==> src/rtl/autoneg_pkg.sv <==
package autoneg_pkg;
	localparam logic [4:0] ADDR_CTRL = 5'h00;
	localparam logic [4:0] ADDR_STAT = 5'h01;
	localparam logic [4:0] ADDR_ADV = 5'h04;
	localparam logic [4:0] ADDR_PARTNER = 5'h05;
	localparam logic [4:0] ADDR_EXP = 5'h06;
	localparam logic [4:0] ADDR_SUMMARY = 5'h10;
	localparam int CTRL_SPEED = 13;
	localparam int CTRL_AN_EN = 12;
	localparam int CTRL_RESTART = 9;
	localparam int CTRL_DUPLEX = 8;
	localparam int ABIL_LO = 5;
	localparam int ABIL_HI = 8;
	localparam int WORD_NP = 15;
	localparam int WORD_RF = 13;
	localparam logic [15:0] ADV_RESET_BASE = 16'h0001;
	localparam logic [3:0] STRAP_LOW_ABIL = 4'h5;
	localparam logic [3:0] STRAP_HIGH_ABIL = 4'hF;
	localparam logic [15:0] PD_WORD_100 = 16'h0081;
	localparam logic [15:0] PD_WORD_10 = 16'h0021;
	localparam logic [15:0] STAT_FIXED = 16'h7849;
	localparam int STAT_COMPLETE = 5;
	localparam int STAT_RFAULT = 4;
	localparam int STAT_LINK = 2;
	localparam logic LOCAL_NP_ABLE = 1'b0;
	localparam int CLK_PERIOD_NS = 4;
	localparam int BREAK_LINK_MS = 1500;
	localparam int BREAK_LINK_CYC = BREAK_LINK_MS * 1000000 / CLK_PERIOD_NS;
	typedef enum logic [1:0] {MODE_10H, MODE_10F, MODE_100H, MODE_100F} mode_e;
	typedef enum logic [1:0] {ST_FORCED, ST_BREAK, ST_DETECT, ST_GOOD} an_state_e;
endpackage

==> src/rtl/ability_if.sv <==
`timescale 1ns/10ps
`default_nettype none
interface ability_if;
	import autoneg_pkg::*;
	logic [3:0] local_abil;
	logic [3:0] partner_abil;
	mode_e best;
	logic none;
	modport req (output local_abil, output partner_abil, input best, input none);
	modport res (input local_abil, input partner_abil, output best, output none);
endinterface
`default_nettype wire

==> src/rtl/mode_resolver.sv <==
`timescale 1ns/10ps
`default_nettype none
module mode_resolver
	import autoneg_pkg::*;
(
	ability_if.res abil
);
	logic [3:0] common;
	assign common = abil.local_abil & abil.partner_abil;
	// Highest common bit wins: 100F, 100H, 10F, 10H
	always_comb begin
		abil.none = 1'b0;
		if (common[3]) begin
			abil.best = MODE_100F; // see RQ4
		end else if (common[2]) begin
			abil.best = MODE_100H;
		end else if (common[1]) begin
			abil.best = MODE_10F;
		end else if (common[0]) begin
			abil.best = MODE_10H;
		end else begin
			abil.best = MODE_10H;
			abil.none = 1'b1;
		end
	end
endmodule
`default_nettype wire

==> src/rtl/strap_capture.sv <==
`timescale 1ns/10ps
`default_nettype none
module strap_capture (
	input wire logic clk,
	input wire logic reset_n,
	input wire logic pin,
	output logic strap
);
	logic sync1_reg;
	logic sync2_reg;
	always_ff @(posedge clk) begin
		sync1_reg <= pin;
		sync2_reg <= sync1_reg;
	end
	// Captured only while reset is held; later LED use of the pin is ignored
	always_ff @(posedge clk) begin
		if (!reset_n) begin
			strap <= sync2_reg; // see RQ20
		end
	end
endmodule
`default_nettype wire

==> src/rtl/ethernet_autoneg_control.sv <==
// What this block does
// RQ1: At reset, strap pin loads advertised abilities bits 8:5.
// RQ2: Control register writes override strap behaviour any time after reset.
// RQ3: During negotiation, send exactly the advertisement register contents.
// RQ4: Resolve 100 full, then 100 half, then 10 full, then 10 half.
// RQ5: Four modes supported; negotiation picks best one partner shares.
// RQ6: Control register enables, disables, restarts; forced speed and duplex bits.
// RQ7: Speed and duplex bits ignored while negotiation enabled.
// RQ8: Status summary register reports resolved speed once link is up.
// RQ9: Basic status ability bits read one, except 100BASE-T4 reads zero.
// RQ10: Basic status shows complete, remote fault, link, preamble suppression.
// RQ11: Advertisement defaults to all abilities with strap high, half duplex ones only with strap low; software may clear bits.
// RQ12: Partner register holds received words, or 0081h/0021h after parallel detect.
// RQ13: Expansion shows detect fault, next-page abilities, page received, partner able.
// RQ14: Both link receivers monitored; single valid link configures that technology.
// RQ15: Parallel detect sets partner bit 5 or 7 with selector 00001.
// RQ16: After parallel detect, partner-able reads zero while complete is set.
// RQ17: Both links good at once sets parallel detect fault; no good link does not.
// RQ18: Restart bit or lost link resumes negotiation.
// RQ19: From forced mode, software clears then sets enable to negotiate.
// RQ20: Strap sampled while reset held, then kept regardless of pin.
`timescale 1ns/10ps
`default_nettype none
module ethernet_autoneg_control
	import autoneg_pkg::*;
#(
	parameter int BREAK_LINK_CYCLES = BREAK_LINK_CYC
) (
	input wire logic SYS_CLK,
	input wire logic RESET_N,
	input wire logic ADVERT_STRAP_PIN,
	input wire logic [4:0] REG_ADDR,
	input wire logic [15:0] REG_WDATA,
	input wire logic REG_WR,
	input wire logic REG_RD,
	output logic [15:0] REG_RDATA,
	input wire logic PAGE_RX_VALID,
	input wire logic [15:0] PAGE_RX_WORD,
	input wire logic LINK10_OK,
	input wire logic LINK100_OK,
	output logic TX_FLP_EN,
	output logic [15:0] TX_WORD,
	output logic SPEED_100,
	output logic FULL_DUPLEX,
	output logic LINK_UP
);
	logic strap;
	logic speed_reg;
	logic an_en_reg;
	logic duplex_reg;
	logic [15:0] adv_reg;
	logic [15:0] partner_reg;
	logic lp_able_reg;
	logic lp_np_reg;
	logic page_rcvd_reg;
	logic pd_fault_reg;
	logic complete_reg;
	mode_e mode_reg;
	an_state_e state_reg;
	logic [31:0] break_cnt_reg;
	logic wr_ctrl;
	logic restart_req;
	logic rd_exp;
	logic mode_link;
	logic pd_one;
	logic pd_two;
	logic [15:0] ctrl_view;
	logic [15:0] stat_view;
	logic [15:0] exp_view;
	logic [15:0] summary_view;

	ability_if abil ();

	strap_capture u_strap (
		.clk(SYS_CLK),
		.reset_n(RESET_N),
		.pin(ADVERT_STRAP_PIN),
		.strap(strap)
	);

	mode_resolver u_resolver (
		.abil(abil.res)
	);

	assign abil.local_abil = adv_reg[ABIL_HI:ABIL_LO];
	assign abil.partner_abil = PAGE_RX_WORD[ABIL_HI:ABIL_LO];

	assign wr_ctrl = REG_WR && REG_ADDR == ADDR_CTRL;
	// Enable rising from zero also restarts, so forced start needs clear-then-set
	assign restart_req = wr_ctrl && REG_WDATA[CTRL_AN_EN]
		&& (REG_WDATA[CTRL_RESTART] || !an_en_reg); // see RQ18
	assign rd_exp = REG_RD && REG_ADDR == ADDR_EXP;
	assign mode_link = (mode_reg == MODE_100F || mode_reg == MODE_100H) ? LINK100_OK : LINK10_OK;
	assign pd_one = LINK10_OK ^ LINK100_OK; // see RQ14
	assign pd_two = LINK10_OK & LINK100_OK;

	// Control register
	always_ff @(posedge SYS_CLK) begin
		if (!RESET_N) begin
			speed_reg <= 1'b1;
			an_en_reg <= 1'b1;
			duplex_reg <= 1'b0;
		end else if (wr_ctrl) begin
			speed_reg <= REG_WDATA[CTRL_SPEED]; // see RQ2
			an_en_reg <= REG_WDATA[CTRL_AN_EN]; // see RQ6
			duplex_reg <= REG_WDATA[CTRL_DUPLEX];
		end
	end

	// Advertisement: strap picks the reset value, software may narrow it
	always_ff @(posedge SYS_CLK) begin
		if (!RESET_N) begin
			adv_reg <= ADV_RESET_BASE;
			adv_reg[ABIL_HI:ABIL_LO] <= strap ? STRAP_HIGH_ABIL : STRAP_LOW_ABIL; // see RQ1
		end else if (REG_WR && REG_ADDR == ADDR_ADV) begin
			adv_reg <= REG_WDATA; // see RQ11
		end
	end

	// Negotiation sequence
	always_ff @(posedge SYS_CLK) begin
		if (!RESET_N) begin
			state_reg <= ST_BREAK;
			break_cnt_reg <= '0;
			complete_reg <= 1'b0;
			mode_reg <= MODE_10H;
		end else if (wr_ctrl && !REG_WDATA[CTRL_AN_EN]) begin
			state_reg <= ST_FORCED;
			complete_reg <= 1'b0;
		end else if (restart_req) begin
			state_reg <= ST_BREAK; // see RQ18
			break_cnt_reg <= '0;
			complete_reg <= 1'b0;
		end else begin
			unique case (state_reg)
				ST_FORCED: begin
					mode_reg <= mode_e'({speed_reg, duplex_reg}); // see RQ6
				end
				ST_BREAK: begin
					// Silence long enough for the partner to drop its link
					if (break_cnt_reg >= 32'(BREAK_LINK_CYCLES - 1)) begin
						state_reg <= ST_DETECT;
					end else begin
						break_cnt_reg <= break_cnt_reg + 32'd1;
					end
				end
				ST_DETECT: begin
					if (PAGE_RX_VALID) begin
						if (!abil.none) begin
							state_reg <= ST_GOOD;
							complete_reg <= 1'b1;
							mode_reg <= abil.best; // see RQ5
						end
					end else if (pd_one) begin
						state_reg <= ST_GOOD;
						complete_reg <= 1'b1;
						mode_reg <= LINK100_OK ? MODE_100H : MODE_10H; // see RQ14
					end
				end
				ST_GOOD: begin
					if (!mode_link) begin
						state_reg <= ST_DETECT; // see RQ18
						complete_reg <= 1'b0;
					end
				end
			endcase
		end
	end

	// Partner words and expansion flags
	always_ff @(posedge SYS_CLK) begin
		if (!RESET_N) begin
			partner_reg <= '0;
			lp_able_reg <= 1'b0;
			lp_np_reg <= 1'b0;
		end else if (state_reg == ST_DETECT && PAGE_RX_VALID) begin
			partner_reg <= PAGE_RX_WORD; // see RQ12
			lp_able_reg <= 1'b1;
			lp_np_reg <= PAGE_RX_WORD[WORD_NP];
		end else if (state_reg == ST_DETECT && pd_one) begin
			partner_reg <= LINK100_OK ? PD_WORD_100 : PD_WORD_10; // see RQ15
			lp_able_reg <= 1'b0; // see RQ16
			lp_np_reg <= 1'b0;
		end
	end

	// Latched flags clear on read; a new event in the same cycle wins
	always_ff @(posedge SYS_CLK) begin
		if (!RESET_N) begin
			page_rcvd_reg <= 1'b0;
			pd_fault_reg <= 1'b0;
		end else begin
			if (state_reg == ST_DETECT && PAGE_RX_VALID) begin
				page_rcvd_reg <= 1'b1;
			end else if (rd_exp) begin
				page_rcvd_reg <= 1'b0;
			end
			if (state_reg == ST_DETECT && !PAGE_RX_VALID && pd_two) begin
				pd_fault_reg <= 1'b1; // see RQ17
			end else if (rd_exp) begin
				pd_fault_reg <= 1'b0;
			end
		end
	end

	// Register views
	always_comb begin
		ctrl_view = '0;
		ctrl_view[CTRL_SPEED] = speed_reg;
		ctrl_view[CTRL_AN_EN] = an_en_reg;
		ctrl_view[CTRL_DUPLEX] = duplex_reg;
		stat_view = STAT_FIXED; // see RQ9
		stat_view[STAT_COMPLETE] = complete_reg; // see RQ10
		stat_view[STAT_RFAULT] = lp_able_reg & partner_reg[WORD_RF];
		stat_view[STAT_LINK] = LINK_UP;
		exp_view = {11'h000, pd_fault_reg, lp_np_reg, LOCAL_NP_ABLE, page_rcvd_reg, lp_able_reg}; // see RQ13
		summary_view = {11'h000, complete_reg, 1'b0, FULL_DUPLEX, !SPEED_100, LINK_UP}; // see RQ8
	end

	always_ff @(posedge SYS_CLK) begin
		if (!RESET_N) begin
			REG_RDATA <= '0;
		end else if (REG_RD) begin
			unique case (REG_ADDR)
				ADDR_CTRL: REG_RDATA <= ctrl_view;
				ADDR_STAT: REG_RDATA <= stat_view;
				ADDR_ADV: REG_RDATA <= adv_reg;
				ADDR_PARTNER: REG_RDATA <= partner_reg;
				ADDR_EXP: REG_RDATA <= exp_view;
				ADDR_SUMMARY: REG_RDATA <= summary_view;
				default: REG_RDATA <= '0;
			endcase
		end
	end

	// Line side outputs
	always_ff @(posedge SYS_CLK) begin
		if (!RESET_N) begin
			TX_FLP_EN <= 1'b0;
			TX_WORD <= '0;
			SPEED_100 <= 1'b0;
			FULL_DUPLEX <= 1'b0;
			LINK_UP <= 1'b0;
		end else begin
			TX_FLP_EN <= state_reg == ST_DETECT;
			TX_WORD <= adv_reg; // see RQ3
			if (state_reg == ST_FORCED) begin
				SPEED_100 <= speed_reg; // see RQ7
				FULL_DUPLEX <= duplex_reg;
				LINK_UP <= speed_reg ? LINK100_OK : LINK10_OK;
			end else begin
				SPEED_100 <= mode_reg[1];
				FULL_DUPLEX <= mode_reg[0];
				LINK_UP <= state_reg == ST_GOOD && mode_link;
			end
		end
	end
endmodule
`default_nettype wire

==> config.mk <==
export PLATFORM = sky130hd
export DESIGN_NAME = ethernet_autoneg_control
export DESIGN_NICKNAME = d
export VERILOG_FILES = /design/src/rtl/autoneg_pkg.sv /design/src/rtl/ability_if.sv /design/src/rtl/mode_resolver.sv /design/src/rtl/strap_capture.sv /design/src/rtl/ethernet_autoneg_control.sv
export SDC_FILE = /design/constraint.sdc
export NUM_CORES = 1
export LEC_CHECK = 0
export BUFFER_PORTS_ARGS = -buffer_cell sky130_fd_sc_hd__buf_4
export CAP_MARGIN = 20
export CORE_ASPECT_RATIO = 1.2
export CORE_MARGIN = 2
export CORE_UTILIZATION = 40
export CTS_BUF_LIST = sky130_fd_sc_hd__clkbuf_8
export CTS_CLUSTER_SIZE = 20
export DETAILED_ROUTE_END_ITERATION = 6
export PLACE_DENSITY_LB_ADDON = 0.1
export SETUP_SLACK_MARGIN = 0.4
export SYNTH_ARGS = -nofsm -noshare
export SYNTH_HDL_FRONTEND = slang
export SYNTH_SLANG_ARGS = --single-unit
export TNS_END_PERCENT = 10
==> constraint.sdc <==
create_clock -name SYS_CLK -period 2.3 [get_ports SYS_CLK]
set_input_delay 0.115 -clock SYS_CLK [delete_from_list [all_inputs] [get_ports SYS_CLK]]
set_output_delay 0.115 -clock SYS_CLK [all_outputs]
set_load 0.02 [all_outputs]
==> impl_metrics.env <==
export IMPL_antenna_found_initial=0
export IMPL_tightest_slew_ps=772
export IMPL_synth_top_flop_cell="dfxtp_1"
export IMPL_muxShareOfSynthArea=0.0235
export IMPL_synth_warnings=0
export IMPL_synth_nets=613
export IMPL_cts_tree="done"
export IMPL_cts_buffers=17
export IMPL_fp_row_count=44
export IMPL_nets=764
export IMPL_fillers=1117
export IMPL_worst_path_largest_cell_delay_ps=350
export IMPL_synth_area_top_cells="dfxtp_1 (45%), a21oi_1 (5.8%), nand2_1 (4.7%)"
export IMPL_firstDrtPassIters=4
export IMPL_routedWlPerCell_um=17.2
export IMPL_finalPower_uw=5500
export IMPL_drc=0
export IMPL_core_mm2=0.0121
export IMPL_yosysTopAreaCell="dfxtp_1"
export IMPL_vias_per_cell=5.48
export IMPL_path_max_fanout=7
export IMPL_synthAdderAreaFrac=0.00510
export IMPL_fin_crit_ps=2190
export IMPL_largest_reg_flops=32
export IMPL_synth_compound_area_frac=0.212
export IMPL_hp_class="primary input to flip-flop"
export IMPL_status="completed"
export IMPL_hold_ws_ps=31.5
export IMPL_critPathSlowestCell="dfxtp_4"
export IMPL_worstSkewPairLatency_ps=430
export IMPL_synth_top_area_frac=0.445
export IMPL_swShare=0.287
export IMPL_rsz0062_at_grt="yes"
export IMPL_seq_power_share=0.393
export IMPL_fin_worst_skew_ps=8.20
export IMPL_relSlewSlack=0.484
export IMPL_drt_antenna_violating_nets=0
export IMPL_drive_gt1_frac=0.278
export IMPL_worst_r2r_path_depth=8
export IMPL_track_usage=0.236
export IMPL_htree_num_levels=4
export IMPL_synth_top_family_by_area="simple AND/OR/NAND/NOR gates"
export IMPL_crit_chain="nor4_4, o2111ai_2, a41oi_4, a21bo_4, buf_12, buf_16, o211ai_1, nand2_2"
export IMPL_synthCells=566
export IMPL_dieHeight_um=125
export IMPL_cts_sinks=114
export IMPL_portBuffers=80
export IMPL_arrival_ps=2510
export IMPL_grt_overflow_total=0
export IMPL_syn_to_final_growth_pct=40.8
export IMPL_drv_cap=0
export IMPL_die_area_mm2=0.0132
export IMPL_first_global_vias=4813
export IMPL_place_congestion=0.900
export IMPL_yosysUniqueCellTypes=57
export IMPL_period_share=0.950
export IMPL_syn_avg_cell_area_um2=8.66
export IMPL_cts_clk_slew_worst_paths_ps=70
export IMPL_ios=81
export IMPL_p_leak_uw=0.00271
export IMPL_die_x_um=105
export IMPL_grt_max_degree=42
export IMPL_pwr_share_comb=0.252
export IMPL_min_delay_path_depth=3
export IMPL_dr_first_iter_drc_count=246
export IMPL_worstSetupPathType="flip-flop to flip-flop"
export IMPL_ir_worst_vdd_uv=379
export IMPL_endpoint="break_cnt_reg[27]$_SDFFE_PN0P_"
export IMPL_yosys_area_share_simple=0.244
export IMPL_p_int_uw=3920
export IMPL_synth_area_mm2=0.00490
export IMPL_synth_edff_count=5
export IMPL_p_sw_uw=1580
export IMPL_slew_viol_final=0
export IMPL_seq_area_frac_synth=0.476
export IMPL_cp_required_ps=2620
export IMPL_r2r_end="break_cnt_reg[27]$_SDFFE_PN0P_"
export IMPL_dpl_hpwl_um=10100
export IMPL_finalSetupTns_ps=0
export IMPL_initial_core_util=0.407
export IMPL_synth_most_common_cell="dfxtp_1"
export IMPL_power_frac_clock=0.355
export IMPL_r2r_setup_slack_ps=110
export IMPL_post_route_util=0.572
export IMPL_crit_path_start="break_cnt_reg[12]$_SDFFE_PN0P_"
export IMPL_grt_first_pass_wirelength_um=24600
export IMPL_rr_startpoint="break_cnt_reg[12]$_SDFFE_PN0P_"
export IMPL_start_kind="flip-flop"
export IMPL_diodes=0
export IMPL_cts_path_max_buffers=2
export IMPL_worst_setup_path_end_kind="flip-flop"
export IMPL_synthXorXnorAreaFrac=0.00179
export IMPL_fmax_mhz=458
export IMPL_timing_final_hold_violations=0
export IMPL_p_per_area_mw_per_mm2=796
export IMPL_synth_seq_cells=114
export IMPL_cts_root_buf="clkbuf_8"
export IMPL_drt_total_wl_um=15300
export IMPL_vias=4873
export IMPL_ys_top_cells_by_count="dfxtp_1 (109), nand2_1 (61), nor2_1 (59)"
export IMPL_setup_viol=0
export IMPL_async_flop_share=0
==> routing by layer <==
layer	GRT usage	wire length, um
met2	0.415	7860
met4	0.0824	232
met3	0.0574	883
met1	0.280	6330
met5	0	0
==> power by group through the flow <==
stage	sequential (uW)	clock, uW	combinational (uW)
after floorplan	2220	0	641
after global placement	2200	0	973
after detailed placement	2200	0	990
after CTS	2160	1990	1340
after global routing	2170	2090	1480
final	2160	1950	1390
==> metrics by stage <==
| stage | std cells | setup WS (ps) | cell area [um^2] |
|---|---|---|---|
| 3_3_place_gp | 813 | 53.8 | 5890 |
| 3_5_place_dp | 813 | -5.16 | 5890 |
| 2_1_floorplan | 566 | 243 | 4970 |
| 4_1_cts | 888 | 178 | 6860 |
| 6_report | 890 | 114 | 6900 |
| 5_1_grt | 890 | 40.9 | 6900 |
==> timing repair <==
item | in CTS | in global routing
hold buffers | 33 | 0
endpoints found under the setup margin | 33 | 33
gates cloned | 4 | 0
gates resized for setup | 28 | 9
endpoints found under the hold margin | 35 | 0
pin swaps | 23 | 5
buffers inserted | 7 | 2
==> kinds of logic after synthesis <==
family | Yosys count
adders and majority gates | 2
DFF | 114
AOI/OAI and AO/OA | 158
and+or+nand+nor | 235
muxes | 11
buffers and inverters | 45
xor gates and xnor gates | 1
==> critical path, delay by kind of cell (launching register included) <==
family,cells,cell delay [ps]
buffers and inverters,2,260
DFF,1,350
and+or+nand+nor,2,360
AOI/OAI and AO/OA,4,1090
==> placed cells by master, fill, tap and decap left out, types with 4 or more instances in the layout <==
cell type	n
nor2b_1	5
buf_4	123
nand4_1	8
a211oi_1	4
o31ai_1	8
o21ai_0	5
inv_1	12
a31oi_1	4
clkinv_2	4
o21ai_1	11
nand3_1	15
dfxtp_2	7
a221oi_1	6
o21a_1	5
clkbuf_8	20
a21oi_1	57
nor2_1	58
mux2i_1	7
edfxtp_1	5
dfxtp_1	100
or4_1	14
nand2_1	58
nor3_1	11
dlygate4sd3_1	33
and2_1	22
o211ai_1	8
a22oi_1	27
or3_1	10
mux2_2	4
==> area by class of cell <==
| type | count | area (um^2) | share of cell area |
|---|---|---|---|
| clock buffers | 20 | 275 | 0.0399 |
| repair buffers | 162 | 1360 | 0.196 |
| multi-input cells | 410 | 2540 | 0.368 |
| inverters | 12 | 45.0 | 0.00653 |
| flip-flops and latches | 114 | 2350 | 0.340 |
| clock inverters | 11 | 135 | 0.0196 |
| well taps | 161 | 201 | 0.0292 |
==> how the worst min path moves through the flow <==
stage	start	to	slack, ps
2_1_floorplan	ADVERT_STRAP_PIN	u_strap.sync1_reg$_DFF_P_	140
3_3_place_gp	ADVERT_STRAP_PIN	u_strap.sync1_reg$_DFF_P_	220
3_5_place_dp	ADVERT_STRAP_PIN	u_strap.sync1_reg$_DFF_P_	220
4_1_cts	REG_WR	an_en_reg$_SDFFE_PN1N_	4
5_1_grt	RESET_N	speed_reg$_SDFFE_PN1N_	20
6_report	REG_WR	an_en_reg$_SDFFE_PN1N_	30
(Power assumes the default switching activity.)
